===== src/cbt_pkg.sv =====
// Constants, register map and state encodings of the bit-timing and error-flag block.
// Assumes a single 100 MHz clock and a same-clock frame controller beside the block.
package cbt_pkg;

    // Register offsets (byte addresses on the plain register port)
    localparam logic [7:0]  CFG_OFFSET        = 8'h00;
    localparam logic [7:0]  STATUS_OFFSET     = 8'h04;

    // Configuration register fields
    localparam int          CFG_PRESC_LSB     = 0;
    localparam int          CFG_PROP_LSB      = 8;
    localparam int          CFG_PB1_LSB       = 12;
    localparam int          CFG_SJW_LSB       = 16;
    localparam int          CFG_EN_BIT        = 31;
    localparam logic [31:0] CFG_RESET         = 32'h0000_0000;

    // Status register fields
    localparam int          ST_STATE_LSB      = 0;
    localparam int          ST_SAMPLE_BIT     = 3;
    localparam int          ST_CFG_OK_BIT     = 4;
    localparam int          ST_FLAG_BIT       = 5;
    localparam int          ST_RETX_BIT       = 6;
    localparam int          ST_RX_BIT         = 7;

    // Segment limits, in time quanta
    localparam logic [4:0]  SYNC_TQ           = 5'h01;
    localparam logic [4:0]  PROP_MIN_TQ       = 5'h01;
    localparam logic [4:0]  PROP_MAX_TQ       = 5'h08;
    localparam logic [4:0]  PB1_MIN_TQ        = 5'h01;
    localparam logic [4:0]  PB1_MAX_TQ        = 5'h08;
    localparam logic [4:0]  PB2_MAX_TQ        = 5'h08;
    localparam logic [4:0]  SJW_MIN_TQ        = 5'h01;
    localparam logic [4:0]  SJW_MAX_TQ        = 5'h04;
    localparam logic [4:0]  BIT_MIN_TQ        = 5'h08;
    localparam logic [4:0]  BIT_MAX_TQ        = 5'h19;
    localparam logic [4:0]  IPT_TQ            = 5'h02;

    // Error flag length in bits
    localparam logic [2:0]  ERR_FLAG_BITS     = 3'h6;

    // Bus levels
    localparam logic        RECESSIVE         = 1'b1;
    localparam logic        DOMINANT          = 1'b0;

    typedef enum logic [2:0] {
        ST_IDLE = 3'b000,
        ST_SYNC = 3'b001,
        ST_PROP = 3'b010,
        ST_PB1  = 3'b011,
        ST_PB2  = 3'b100
    } cbt_state_t;

endpackage


===== src/cbt_tq_if.sv =====
// Link between the bit-timing engine and its time-quantum prescaler.
// Assumes both ends run on the same clock.
interface cbt_tq_if;
    logic [7:0] prescale;
    logic       restart;
    logic       tq_tick;

    modport engine    (output prescale, output restart, input tq_tick);
    modport prescaler (input prescale, input restart, output tq_tick);
endinterface


===== src/cbt_bit_timing.sv =====
// Bit-timing engine with synchronisation and error-flag timing for one bus node.
// Assumes a same-clock frame controller supplies error events and transmit bits,
// and that the receive pin is asynchronous to ref_clk_in.
//
// The implementer's own choices: strobed register access and the register offsets.

module cbt_bit_timing (
    // Clock and reset
    input  wire logic        ref_clk_in,
    input  wire logic        reset_in,
    // Register port
    input  wire logic [7:0]  addr_in,
    input  wire logic [31:0] wr_data_in,
    input  wire logic        wr_en_in,
    input  wire logic        rd_en_in,
    output logic      [31:0] rd_data_out,
    // Bus pins
    input  wire logic        can_rx_in,
    output logic             can_tx_out,
    // Frame controller
    input  wire logic        bus_idle_in,
    input  wire logic        tx_active_in,
    input  wire logic        tx_bit_in,
    input  wire logic        tx_start_in,
    input  wire logic        error_passive_in,
    input  wire logic        err_now_in,
    input  wire logic        err_crc_in,
    input  wire logic        ack_delim_in,
    output logic             sample_out,
    output logic             sampled_bit_out,
    output logic             bit_start_out,
    output logic             err_flag_out,
    output logic             retransmit_out
);

    cbt_tq_if tq ();

    cbt_prescaler u_prescaler (
        .ref_clk_in (ref_clk_in),
        .reset_in   (reset_in),
        .tq         (tq)
    );

    logic [31:0]        cfg_r;
    logic [1:0]         rx_sync_r;
    logic               rx_prev_r;
    cbt_pkg::cbt_state_t state_r;
    logic [4:0]         tq_cnt_r;
    logic [4:0]         pb1_ext_r;
    logic [4:0]         pb2_cut_r;
    logic               synced_r;
    logic               flag_pend_r;
    logic               crc_pend_r;
    logic               flag_on_r;
    logic [2:0]         flag_cnt_r;
    logic               flag_tx_r;

    logic               rx;
    logic [4:0]         prop_len;
    logic [4:0]         pb1_len;
    logic [4:0]         sjw_len;
    logic [4:0]         pb2_base;
    logic [4:0]         pb1_eff;
    logic [4:0]         pb2_eff;
    logic [4:0]         bit_len;
    logic               cfg_ok;
    logic               fall_edge;
    logic               hard_sync;
    logic               resync;
    logic [4:0]         late_err;
    logic [4:0]         early_err;
    logic               tick;
    logic               sample_pt;
    logic               bit_end;

    assign rx       = rx_sync_r[1];
    assign tick     = tq.tq_tick;
    assign prop_len = {1'b0, cfg_r[cbt_pkg::CFG_PROP_LSB +: 4]};
    assign pb1_len  = {1'b0, cfg_r[cbt_pkg::CFG_PB1_LSB +: 4]};
    assign sjw_len  = {2'b00, cfg_r[cbt_pkg::CFG_SJW_LSB +: 3]};
    assign tq.prescale = cfg_r[cbt_pkg::CFG_PRESC_LSB +: 8];

    assign pb2_base = (pb1_len < cbt_pkg::IPT_TQ) ? cbt_pkg::IPT_TQ : pb1_len;
    assign pb1_eff  = pb1_len + pb1_ext_r;
    assign pb2_eff  = pb2_base - pb2_cut_r;
    assign bit_len  = cbt_pkg::SYNC_TQ + prop_len + pb1_len + pb2_base;

    assign cfg_ok = cfg_r[cbt_pkg::CFG_EN_BIT]
                  && prop_len >= cbt_pkg::PROP_MIN_TQ && prop_len <= cbt_pkg::PROP_MAX_TQ
                  && pb1_len >= cbt_pkg::PB1_MIN_TQ && pb1_len <= cbt_pkg::PB1_MAX_TQ
                  && pb2_base <= cbt_pkg::PB2_MAX_TQ
                  && sjw_len >= cbt_pkg::SJW_MIN_TQ && sjw_len <= cbt_pkg::SJW_MAX_TQ
                  && sjw_len <= pb1_len
                  && bit_len >= cbt_pkg::BIT_MIN_TQ && bit_len <= cbt_pkg::BIT_MAX_TQ;

    // level must differ from last sample
    assign fall_edge = rx_prev_r && !rx && (rx != sampled_bit_out);

    assign hard_sync = cfg_ok && fall_edge && (state_r == cbt_pkg::ST_IDLE || bus_idle_in);
    // one resync per bit
    // Own dominant bit seen late is not a timing error, so transmitting dominant blocks resync
    assign resync = cfg_ok && fall_edge && !hard_sync && !synced_r
                  && state_r != cbt_pkg::ST_SYNC
                  && !(tx_active_in && can_tx_out == cbt_pkg::DOMINANT);

    assign late_err  = (state_r == cbt_pkg::ST_PROP) ? tq_cnt_r + 5'h01
                                                     : prop_len + tq_cnt_r + 5'h01;
    assign early_err = pb2_eff - tq_cnt_r;

    assign sample_pt = tick && state_r == cbt_pkg::ST_PB1 && tq_cnt_r + 5'h01 >= pb1_eff;
    assign bit_end   = (tick && state_r == cbt_pkg::ST_PB2 && tq_cnt_r + 5'h01 >= pb2_eff)
                     || (tq.restart && state_r == cbt_pkg::ST_PB2);

    // Restart the quantum grid so the start edge sits at the beginning of sync
    assign tq.restart = hard_sync
                      || (resync && state_r == cbt_pkg::ST_PB2 && early_err <= sjw_len);

    // Receive pin synchroniser
    always_ff @(posedge ref_clk_in or posedge reset_in) begin
        if (reset_in) begin
            rx_sync_r <= {cbt_pkg::RECESSIVE, cbt_pkg::RECESSIVE};
            rx_prev_r <= cbt_pkg::RECESSIVE;
        end else begin
            rx_sync_r <= {rx_sync_r[0], can_rx_in};
            rx_prev_r <= rx;
        end
    end

    // Register writes
    always_ff @(posedge ref_clk_in or posedge reset_in) begin
        if (reset_in) begin
            cfg_r <= cbt_pkg::CFG_RESET;
        end else if (wr_en_in && addr_in == cbt_pkg::CFG_OFFSET) begin
            cfg_r <= wr_data_in;
        end
    end

    // Register reads, data one cycle after the strobe
    always_ff @(posedge ref_clk_in or posedge reset_in) begin
        if (reset_in) begin
            rd_data_out <= 32'h0000_0000;
        end else if (rd_en_in) begin
            case (addr_in)
                cbt_pkg::CFG_OFFSET:    rd_data_out <= cfg_r;
                cbt_pkg::STATUS_OFFSET: begin
                    rd_data_out <= 32'h0000_0000;
                    rd_data_out[cbt_pkg::ST_STATE_LSB +: 3] <= state_r;
                    rd_data_out[cbt_pkg::ST_SAMPLE_BIT]     <= sampled_bit_out;
                    rd_data_out[cbt_pkg::ST_CFG_OK_BIT]     <= cfg_ok;
                    rd_data_out[cbt_pkg::ST_FLAG_BIT]       <= flag_on_r;
                    rd_data_out[cbt_pkg::ST_RETX_BIT]       <= retransmit_out;
                    rd_data_out[cbt_pkg::ST_RX_BIT]         <= rx;
                end
                default:                rd_data_out <= 32'h0000_0000;
            endcase
        end else begin
            rd_data_out <= 32'h0000_0000;
        end
    end

    // Segment sequencer
    always_ff @(posedge ref_clk_in or posedge reset_in) begin
        if (reset_in) begin
            state_r   <= cbt_pkg::ST_IDLE;
            tq_cnt_r  <= 5'h00;
            pb1_ext_r <= 5'h00;
            pb2_cut_r <= 5'h00;
        end else if (!cfg_ok) begin
            state_r   <= cbt_pkg::ST_IDLE;
            tq_cnt_r  <= 5'h00;
            pb1_ext_r <= 5'h00;
            pb2_cut_r <= 5'h00;
        end else if (tq.restart) begin
            state_r   <= cbt_pkg::ST_SYNC;
            tq_cnt_r  <= 5'h00;
            pb1_ext_r <= 5'h00;
            pb2_cut_r <= 5'h00;
        end else begin
            if (resync && state_r == cbt_pkg::ST_PB2) begin
                pb2_cut_r <= sjw_len;
            end else if (resync) begin
                pb1_ext_r <= (late_err > sjw_len) ? sjw_len : late_err;
            end
            if (tick) begin
                case (state_r)
                    cbt_pkg::ST_IDLE: begin
                        tq_cnt_r <= 5'h00;
                    end
                    cbt_pkg::ST_SYNC: begin
                        state_r  <= cbt_pkg::ST_PROP;
                        tq_cnt_r <= 5'h00;
                    end
                    cbt_pkg::ST_PROP: begin
                        if (tq_cnt_r + 5'h01 >= prop_len) begin
                            state_r  <= cbt_pkg::ST_PB1;
                            tq_cnt_r <= 5'h00;
                        end else begin
                            tq_cnt_r <= tq_cnt_r + 5'h01;
                        end
                    end
                    cbt_pkg::ST_PB1: begin
                        if (sample_pt) begin
                            state_r   <= cbt_pkg::ST_PB2;
                            tq_cnt_r  <= 5'h00;
                            pb1_ext_r <= 5'h00;
                        end else begin
                            tq_cnt_r <= tq_cnt_r + 5'h01;
                        end
                    end
                    cbt_pkg::ST_PB2: begin
                        if (bit_end) begin
                            state_r   <= cbt_pkg::ST_SYNC;
                            tq_cnt_r  <= 5'h00;
                            pb2_cut_r <= 5'h00;
                        end else begin
                            tq_cnt_r <= tq_cnt_r + 5'h01;
                        end
                    end
                    default: begin
                        state_r  <= cbt_pkg::ST_IDLE;
                        tq_cnt_r <= 5'h00;
                    end
                endcase
            end
        end
    end

    // Sampling and one-sync-per-bit bookkeeping
    always_ff @(posedge ref_clk_in or posedge reset_in) begin
        if (reset_in) begin
            sampled_bit_out <= cbt_pkg::RECESSIVE;
            sample_out      <= 1'b0;
            synced_r        <= 1'b0;
        end else begin
            sample_out <= sample_pt;
            if (sample_pt) begin
                sampled_bit_out <= rx;
            end
            if (sample_pt) begin
                synced_r <= 1'b0;
            end else if (hard_sync || resync) begin
                synced_r <= 1'b1;
            end
        end
    end

    // Error flag scheduling
    always_ff @(posedge ref_clk_in or posedge reset_in) begin
        if (reset_in) begin
            flag_pend_r <= 1'b0;
            crc_pend_r  <= 1'b0;
            flag_on_r   <= 1'b0;
            flag_cnt_r  <= 3'h0;
            flag_tx_r   <= 1'b0;
        end else begin
            if (err_crc_in) begin
                crc_pend_r <= 1'b1;
            end else if (ack_delim_in && crc_pend_r) begin
                crc_pend_r <= 1'b0;
            end
            if (err_now_in || (ack_delim_in && crc_pend_r)) begin
                flag_pend_r <= 1'b1;
                flag_tx_r   <= flag_tx_r | tx_active_in;
            end else if (bit_end && flag_pend_r) begin
                flag_pend_r <= 1'b0;
            end
            if (bit_end && flag_pend_r && !flag_on_r) begin
                flag_on_r  <= 1'b1;
                flag_cnt_r <= 3'h0;
            end else if (bit_end && flag_on_r) begin
                if (flag_cnt_r + 3'h1 >= cbt_pkg::ERR_FLAG_BITS) begin
                    flag_on_r <= 1'b0;
                    flag_tx_r <= 1'b0;
                end else begin
                    flag_cnt_r <= flag_cnt_r + 3'h1;
                end
            end
        end
    end

    // Transmit pin, flag output and retransmission request
    always_ff @(posedge ref_clk_in or posedge reset_in) begin
        if (reset_in) begin
            can_tx_out     <= cbt_pkg::RECESSIVE;
            bit_start_out  <= 1'b0;
            err_flag_out   <= 1'b0;
            retransmit_out <= 1'b0;
        end else begin
            bit_start_out <= bit_end;
            err_flag_out  <= flag_on_r;
            if (bit_end) begin
                if (flag_pend_r || (flag_on_r && flag_cnt_r + 3'h1 < cbt_pkg::ERR_FLAG_BITS)) begin
                    can_tx_out <= error_passive_in ? cbt_pkg::RECESSIVE : cbt_pkg::DOMINANT;
                end else if (tx_active_in) begin
                    can_tx_out <= tx_bit_in;
                end else begin
                    can_tx_out <= cbt_pkg::RECESSIVE;
                end
            end else if (!cfg_ok) begin
                can_tx_out <= cbt_pkg::RECESSIVE;
            end
            if (bit_end && flag_on_r && flag_tx_r && flag_cnt_r + 3'h1 >= cbt_pkg::ERR_FLAG_BITS) begin
                retransmit_out <= 1'b1;
            end else if (tx_start_in) begin
                retransmit_out <= 1'b0;
            end
        end
    end

endmodule


===== src/cbt_prescaler.sv =====
// Time-quantum prescaler: one tick every (prescale + 1) system clocks.
// Assumes the engine pulses restart to realign the quantum grid.
module cbt_prescaler (
    // Clock and reset
    input  wire logic ref_clk_in,
    input  wire logic reset_in,
    // Engine side
    cbt_tq_if.prescaler tq
);

    logic [7:0] div_cnt_r;

    always_ff @(posedge ref_clk_in or posedge reset_in) begin
        if (reset_in) begin
            div_cnt_r  <= 8'h00;
            tq.tq_tick <= 1'b0;
        end else if (tq.restart) begin
            div_cnt_r  <= 8'h00;
            tq.tq_tick <= 1'b0;
        end else if (div_cnt_r >= tq.prescale) begin
            div_cnt_r  <= 8'h00;
            tq.tq_tick <= 1'b1;
        end else begin
            div_cnt_r  <= div_cnt_r + 8'h01;
            tq.tq_tick <= 1'b0;
        end
    end

endmodule


===== config.mk =====
export PLATFORM = sky130hd
export DESIGN_NAME = cbt_bit_timing
export DESIGN_NICKNAME = d
export VERILOG_FILES = /design/src/cbt_pkg.sv /design/src/cbt_tq_if.sv /design/src/cbt_bit_timing.sv /design/src/cbt_prescaler.sv
export SDC_FILE = /design/constraint.sdc
export NUM_CORES = 1
export LEC_CHECK = 0
export BUFFER_PORTS_ARGS = -buffer_cell sky130_fd_sc_hd__buf_4
export CORE_MARGIN = 4
export CORE_UTILIZATION = 49
export CTS_CLUSTER_SIZE = 30
export DETAILED_ROUTE_END_ITERATION = 10
export PLACE_DENSITY = 0.7
export SYNTH_ARGS = -nofsm -noshare
export SYNTH_HDL_FRONTEND = slang
export SYNTH_SLANG_ARGS = --single-unit
export TNS_END_PERCENT = 10

===== constraint.sdc =====
create_clock -name ref_clk_in -period 6.94 [get_ports ref_clk_in]
set_clock_uncertainty 0.05 [all_clocks]
set_input_delay 0.694 -clock ref_clk_in [delete_from_list [all_inputs] [get_ports ref_clk_in]]
set_output_delay 0.694 -clock ref_clk_in [all_outputs]
set_load 0.03 [all_outputs]

==> flow_summary.yaml, run 1 <==
finish:
  diodes: 0
  fin_cells: 827
  synthToLayoutAreaGrowth_pct: 18.0
  final_common_cell: "dfrtp_1"
  stdcell_area_sq_um: 7260
  nNetsFinal: 772
  drive_gt1_share_pct: 24.7
  fin_util_pct: 59.7
  layout_common_cells: "103 x dfrtp_1, 92 x buf_4, 58 x ha_1"
routing:
  routed_wl_um: 13800
  drc: 0
  detail_route.wl_per_cell_um: 16.7
  ant_nets: 0
  drt_iter0_markers: 210
  vias: 4432
  first_pass_iters: 4
  vias_per_cell: 5.36
grt:
  grt_pass1_vias: 4624
  grt_pass1_wl_um: 23000
  antenna_found_initial: 0
  grtUsageTotal_pct: 20.3
  grt.overflow.total: 0
  grt_start_max_net_pins: 58
clock_tree:
  hold_buffers: 0
  path_clk_slew_ns: 0.07
  clock-sinks: 108
  root_buffer: "clkbuf_16"
  tritoncts: "yes"
  clock_insertion_delay_worst_skew_ns: 0.36
  post_cts_buffers: 0
  ctsLongestPathBuffers: 2
  cts_htree_levels: 3
  post_cts_resized: 0
  cts_buffers: 9
power_and_ir_drop:
  power_uw: 1370
  ir_drop_mv: 0.152
  power_density_nw_per_um2: 189
  leakagePower_uw: 0.00363
run:
  maxCapViolations: 0
sta:
  final-hold-violation-count: 0
  setup_tns_ns: 0
  finalSetupViolCount: 0
  slew_viol_final: 0
  max_slew_margin_pct: 42.6
  max_freq_mhz: 237
  min_period_ns: 4.21
  period_share_pct: 60.7
  worstMarginPinSlew_ns: 0.859
  rsz0062_at_grt: "no"
floorplan:
  row_count: 40
  initial_core_util_pct: 50.6
  io_pins: 91
  coreArea_sq_um: 12200
  die_height_um: 120
  dieArea_sq_um: 14400
  die_width_um: 120
hold_path:
  hold_class: "reg2reg"
placed_design:
  hpwlAfterDp_um: 10500
  io_buffer_count: 90
  dpl-instance-area_sq_um: 6990
  place_inst: 811
  gp_congestion: 0.880
critical_path:
  cp_max_fo: 11
  worstPathArrival_ns: 4.46
  cp.required_ns: 7.18
  r2r_setup_slack_ns: 2.73
  crit_path_end_kind: "register"
  critPathLaunchType: "register"
  crit_type: "reg2reg"
synth:
  synth-main-ff-cell: "dfrtp_1"
  syn_inst: 567
  synth_area_sq_um: 6150
  synth-seq-area-share_pct: 44.0
  netlist-cell-type-count: 63
  postSynthAreaPerCell_sq_um: 10.8
  async_reset_ff_share_pct: 100
  yosysWarnings: 0
  ys_ff_latch: 108
  synth_nets: 685
  synth_edf_count: 0
status:
  status: "finished, final reports clean"
==> state kept, by name (all words and copies together) (netlist names), 2 cells and up <==
| name | count |
|---|---|
| cfg_r | 32 |
| flag_cnt_r | 3 |
| pb1_ext_r | 5 |
| pb2_cut_r | 5 |
| rd_data_out | 32 |
| rx_sync_r | 2 |
| state_r | 3 |
| tq_cnt_r | 5 |
| u_prescaler.div_cnt_r | 8 |
==> cell usage after synthesis, drive strengths merged (6+ instances only) <==
cell type  count  area share (%)
nand2b        17             1.7
xor2          15             2.1
dfrtp        103              42
a21oi         29             2.5
nand2         14            0.85
nor2          44             2.7
nor2b          9             1.0
clkbuf        11            0.67
ha            58              12
nand3         15             1.3
a21o          16             2.0
mux2i         16             2.6
nor3          14             1.2
xnor2         12             1.7
mux2          34             6.2
o211ai         6            0.81
o21ai         19             1.5
and2          18             1.8
inv           49             3.0
fa             7             2.3
and3           6            0.61
==> critical path, cell delays in order (launching register included) <==
cell      delay [ns]
dfrtp_1         0.52
o31ai_1         0.39
ha_1            0.27
fa_1            0.49
fa_1            0.54
inv_1           0.04
ha_1            0.28
a211oi_1        0.26
o211ai_2        0.16
o31ai_4         0.34
a21o_1          0.35
nor3b_2         0.30
a22o_1          0.16
==> metal layers <==
layer	vias to the layer above	GRT usage [%]	share of wire, %
met4	0	8.95	2.4
met5	-	0	0
met1	2177	26.1	44
met2	96	32.3	48
li1	2133	-	-
met3	26	5.14	5.3
==> final cells by class <==
type,count,area [sq um]
Clock buffer,13,250
Clock inverter,3,21.3
Fill cell,1045,4900
Inverter,49,186
Multi-Input combinational cell,394,3190
Sequential cell,108,2710
Tap cell,168,210
Timing Repair Buffer,92,691
==> path summary, 6_finish.rpt <==
path / depth (start not counted) / end / startpoint
max in group asynchronous: 3 / pb1_ext_r[1] / reset_in
max: 12 / retransmit_out / cfg_r[15]
max reg2reg: 12 / retransmit_out / cfg_r[15]
min in group asynchronous: 2 / u_prescaler.div_cnt_r[1] / reset_in
min reg2reg: 0 / rx_sync_r[1] / rx_sync_r[0]
min: 0 / rx_sync_r[1] / rx_sync_r[0]
==> cell families (layout without fill, tap and decap cells) <==
logic type               Yosys count  after routing  synth area share, %
XOR/XNOR                          27             27                 3.85
flip-flops                       108            108                 44.0
AND/OR/NAND/NOR                  156            156                 14.1
AO/OA/AOI/OAI                     96             96                 11.0
multiplexers                      50             50                 8.83
buffers and inverters             65            157                 4.09
adder cells (fa/ha/maj)           65             65                 14.1
==> stage by stage <==
| stage | setup WS, ns | hold slack [ns] |
|---|---|---|
| 5_1_grt | 2.41 | 0.314 |
| 2_1_floorplan | 3.10 | 0.295 |
| 3_3_place_gp | 2.92 | 0.296 |
| 4_1_cts | 2.74 | 0.313 |
| 3_5_place_dp | 2.77 | 0.303 |
| 6_report | 2.73 | 0.311 |
==> power by group <==
part	internal (uW)	leakage (uW)	total (uW)	switching, uW
clock network	255	0.000130	489	234
registers	648	0.00147	680	31.3
logic	96.3	0.00204	200	104
total	999	0.00363	1370	370
Power figures use the tool's default switching activity.
==> inputs of run 2 (changes only) <==
- clock period: 6.94 -> 4.3 ns (I/O delays scaled with it)
==> flow_summary.yaml, run 2 (same netlist as run 1, synthesis figures left out) <==
sta:
  max_slew_margin_pct: 35.4
  final-hold-violation-count: 0
  slew_viol_final: 0
  period_share_pct: 93.9
  max_freq_mhz: 248
  min_period_ns: 4.04
  finalSetupViolCount: 0
  rsz0062_at_grt: "no"
  worstMarginPinSlew_ns: 0.970
  setup_tns_ns: 0
routing:
  ant_nets: 0
  drt_iter0_markers: 253
  drc: 0
  detail_route.wl_per_cell_um: 16.5
  vias: 4448
  vias_per_cell: 5.35
  routed_wl_um: 13700
  first_pass_iters: 4
status:
  status: "finished, final reports clean"
finish:
  synthToLayoutAreaGrowth_pct: 18.5
  diodes: 0
  drive_gt1_share_pct: 25.5
  fillers: 1011
  nNetsFinal: 776
  final_common_cell: "dfrtp_1"
  stdcell_area_sq_um: 7290
  fin_cells: 831
  reg.largest.list: "cfg_r: 32 flops, rd_data_out: 32 flops, u_prescaler.div_cnt_r: 8 flops"
  layout_common_cells: "103 x dfrtp_1, 96 x buf_4, 58 x ha_1"
clock_tree:
  hold_buffers: 0
  post_cts_resized: 0
  post_cts_buffers: 0
  cts_buffers: 9
  root_buffer: "clkbuf_16"
  clock-sinks: 108
  cts_htree_levels: 3
  path_clk_slew_ns: 0.07
  tritoncts: "yes"
  ctsLongestPathBuffers: 2
  clock_insertion_delay_worst_skew_ns: 0.36
power_and_ir_drop:
  leakagePower_uw: 0.00365
  ir_drop_mv: 0.243
  power_density_nw_per_um2: 302
critical_path:
  critPathLaunchType: "register"
  cp_cell_sequence: "o31ai_1 -> ha_1 -> fa_1 -> fa_1 -> inv_1 -> ha_1 -> a211oi_1 -> o211ai_2 -> o31ai_4 -> a211oi_2 -> or3_1 -> a21boi_1"
  cp_max_fo: 8
  cp_slowest_cell: "fa_1"
  cp_num_buf_inv: 1
  crit_path_end_kind: "register"
  cpPeakStageDelay_ns: 0.53
  cp.required_ns: 4.53
  worstPathArrival_ns: 4.26
  crit_type: "reg2reg"
  crit_family: "adder cells"
floorplan:
  row_count: 40
  dieArea_sq_um: 14400
  die_width_um: 120
  die_height_um: 120
  io_pins: 91
  initial_core_util_pct: 50.6
  coreArea_sq_um: 12200
placed_design:
  gp_congestion: 0.865
  hpwlAfterDp_um: 10300
  dpl-instance-area_sq_um: 7020
  place_inst: 815
  io_buffer_count: 90
grt:
  grt_pass1_vias: 4748
  antenna_found_initial: 0
  grtUsageTotal_pct: 20.5
  grt_pass1_wl_um: 23400
  grt.overflow.total: 0
  grt_start_max_net_pins: 82
hold_path:
  hold_class: "in2reg"
run:
  maxCapViolations: 0
run 2: power by group:
part           total [uW]  internal (uW)  leakage, uW  switching, uW
clock                 779            397     0.000131            382
combinational         327            157      0.00205            171
sequential           1090           1050      0.00147           48.3
run 2: per-stage QoR:
step / util, % / power [uW] / setup WS, ns / hold slack (ns)
floorplan: - / 1330 / 0.462 / 0.295
global placement: 57.7 / 1430 / 0.394 / 0.297
detailed placement: 57.7 / 1440 / 0.224 / 0.297
CTS: 59.9 / 2230 / 0.188 / 0.114
global route: 59.9 / 2310 / 0.00424 / 0.107
finish: 59.9 / 2200 / 0.262 / 0.127
run 2: final cells by class:
class	count	area, sq um	share of cell area, %
Timing Repair Buffer	96	721	9.89
Multi-Input combinational cell	394	3190	43.8
Clock inverter	5	37.5	0.515
Inverter	49	186	2.56
Sequential cell	108	2710	37.2
Tap cell	168	210	2.88
Clock buffer	11	233	3.19
run 2: per-layer routing:
metal  GRT usage (%)  wire length (um)  up-vias
met1            26.4              5990     2183
met2            32.7              6510      105
met5               0                 0        -
met4            7.44               316        0
met3            6.41               885       23
li1                -                 -     2137
run 2: worst reg2reg max path, delay by kind of cell, from the launching register on:
family / cells / cell delay (ns)
flip-flops: 1 / 0.42
AND/OR/NAND/NOR: 1 / 0.41
adder cells (fa/ha/maj): 4 / 1.56
buffers and inverters: 1 / 0.04
AO/OA/AOI/OAI: 6 / 1.48
run 2: final timing paths:
check | from | end | slack, ns | cells after the start
min in group asynchronous | reset_in | rd_data_out[22] | 0.24 | 2
setup / recovery | cfg_r[14] | state_r[0] | 0.26 | 12
setup reg to reg | cfg_r[14] | state_r[0] | 0.26 | 12
hold reg to reg | rx_sync_r[0] | rx_sync_r[1] | 0.31 | 0
hold / removal | can_rx_in | rx_sync_r[0] | 0.13 | 1
max in group asynchronous | reset_in | cfg_r[11] | 3.02 | 3
==> inputs of run 3 (changes only) <==
- PLACE_DENSITY: 0.7 -> 0.79
==> flow_summary.yaml, run 3 (same netlist as run 1, synthesis figures left out) <==
status:
  status: "finished, final reports clean"
finish:
  nNetsFinal: 774
  reg.largest.list: "cfg_r: 32 flops, rd_data_out: 32 flops, u_prescaler.div_cnt_r: 8 flops"
  diodes: 0
  stdcell_area_sq_um: 7300
  fin_cells: 829
  fin_util_pct: 60.0
  drive_gt1_share_pct: 25.6
  layout_common_cells: "103 x dfrtp_1, 94 x buf_4, 58 x ha_1"
  synthToLayoutAreaGrowth_pct: 18.7
  final_common_cell: "dfrtp_1"
floorplan:
  initial_core_util_pct: 50.6
  io_pins: 91
  die_height_um: 120
  die_width_um: 120
  row_count: 40
  coreArea_sq_um: 12200
  dieArea_sq_um: 14400
hold_path:
  holdPathEnd: "rx_sync_r[0]"
  holdCritStartpoint: "can_rx_in"
  hold-path-cell-count: 1
  hold_class: "in2reg"
critical_path:
  r2r-end: "retransmit_out"
  worstPathArrival_ns: 4.29
  critPathLaunchType: "register"
  rr_worst_depth: 12
  r2r-start: "cfg_r[14]"
  crit_path_end_kind: "register"
  crit_type: "reg2reg"
  cp_cell_sequence: "o31ai_2 -> ha_1 -> fa_1 -> fa_1 -> inv_1 -> ha_1 -> a211oi_1 -> o211ai_2 -> o31ai_4 -> a21o_2 -> nor3b_2 -> a22o_1"
  r2r_setup_slack_ns: 0.26
  cp_slowest_cell: "fa_1"
  cpPeakStageDelay_ns: 0.52
  cp_num_buf_inv: 1
  crit_family: "compound AO/OA/AOI/OAI gates"
  cp_max_fo: 10
  cp.required_ns: 4.55
routing:
  vias_per_cell: 5.36
  drt_iter0_markers: 128
  drc: 0
  first_pass_iters: 5
  routed_wl_um: 13700
  vias: 4442
  detail_route.wl_per_cell_um: 16.5
  ant_nets: 0
clock_tree:
  path_clk_slew_ns: 0.08
  tritoncts: "yes"
  cts_buffers: 9
  post_cts_buffers: 0
  ctsLongestPathBuffers: 2
  root_buffer: "clkbuf_16"
  clock_insertion_delay_worst_skew_ns: 0.35
  cts_htree_levels: 3
  clock-sinks: 108
sta:
  worstMarginPinSlew_ns: 0.890
  final-hold-violation-count: 0
  min_period_ns: 4.04
  period_share_pct: 94.0
  slew_viol_final: 0
  max_freq_mhz: 247
  max_slew_margin_pct: 40.7
  setup_tns_ns: 0
  rsz0062_at_grt: "yes"
  finalSetupViolCount: 0
placed_design:
  place_inst: 813
  hpwlAfterDp_um: 10300
  io_buffer_count: 90
  dpl-instance-area_sq_um: 7000
  gp_congestion: 0.946
grt:
  grtUsageTotal_pct: 20.5
  antenna_found_initial: 0
  top_usage_layer: "met2"
  grt_pass1_wl_um: 23500
  use_met2_pct: 34.4
  grt_start_max_net_pins: 77
  grt_pass1_vias: 4805
  grt.overflow.total: 0
  grt.met1_usage_pct: 25.6
  grt_util_met3_pct: 5.89
power_and_ir_drop:
  power_density_nw_per_um2: 305
  leakagePower_uw: 0.00364
  ir_drop_mv: 0.228
run:
  maxCapViolations: 0
run 3: what timing repair did:
item,CTS,global route
hold buffers,0,0
setup endpoints to repair,0,25
resized for setup,0,3
run 3: layout make-up:
type / instances / area, sq um
clock buffer: 10 / 229
sequential: 108 / 2710
inverter: 49 / 186
multi-input combinational: 394 / 3200
clock inverter: 6 / 58.8
tap: 168 / 210
fill: 974 / 4860
timing repair buffer: 94 / 706
run 3: layer usage:
metal / share of wire [%] / wire length [um]
met5: 0 / 0
met4: 1.8 / 242
met3: 6.0 / 824
met2: 50 / 6800
met1: 42 / 5800
run 3: power by group:
part	internal [uW]	switching (uW)
Sequential	1050	50.3
Combinational	156	169
Clock	405	401
Total	1610	620
run 3: worst max-delay path by stage:
| stage | start | end | depth (start not counted) |
|---|---|---|---|
| 4_1_cts | cfg_r[14] | flag_cnt_r[0] | 12 |
| 5_1_grt | cfg_r[14] | retransmit_out | 12 |
| 6_report | cfg_r[14] | retransmit_out | 12 |
| 2_1_floorplan | cfg_r[15] | state_r[0] | 13 |
| 3_3_place_gp | cfg_r[14] | flag_cnt_r[0] | 12 |
| 3_5_place_dp | cfg_r[14] | flag_cnt_r[0] | 12 |
run 3: per-stage QoR:
stage          total power, uW  hold WS (ns)  setup slack [ns]
2_1_floorplan             1330         0.295             0.462
3_3_place_gp              1420         0.296             0.331
3_5_place_dp              1440         0.301             0.169
4_1_cts                   2250         0.124             0.165
5_1_grt                   2340         0.120           -0.0146
6_report                  2230         0.134             0.259
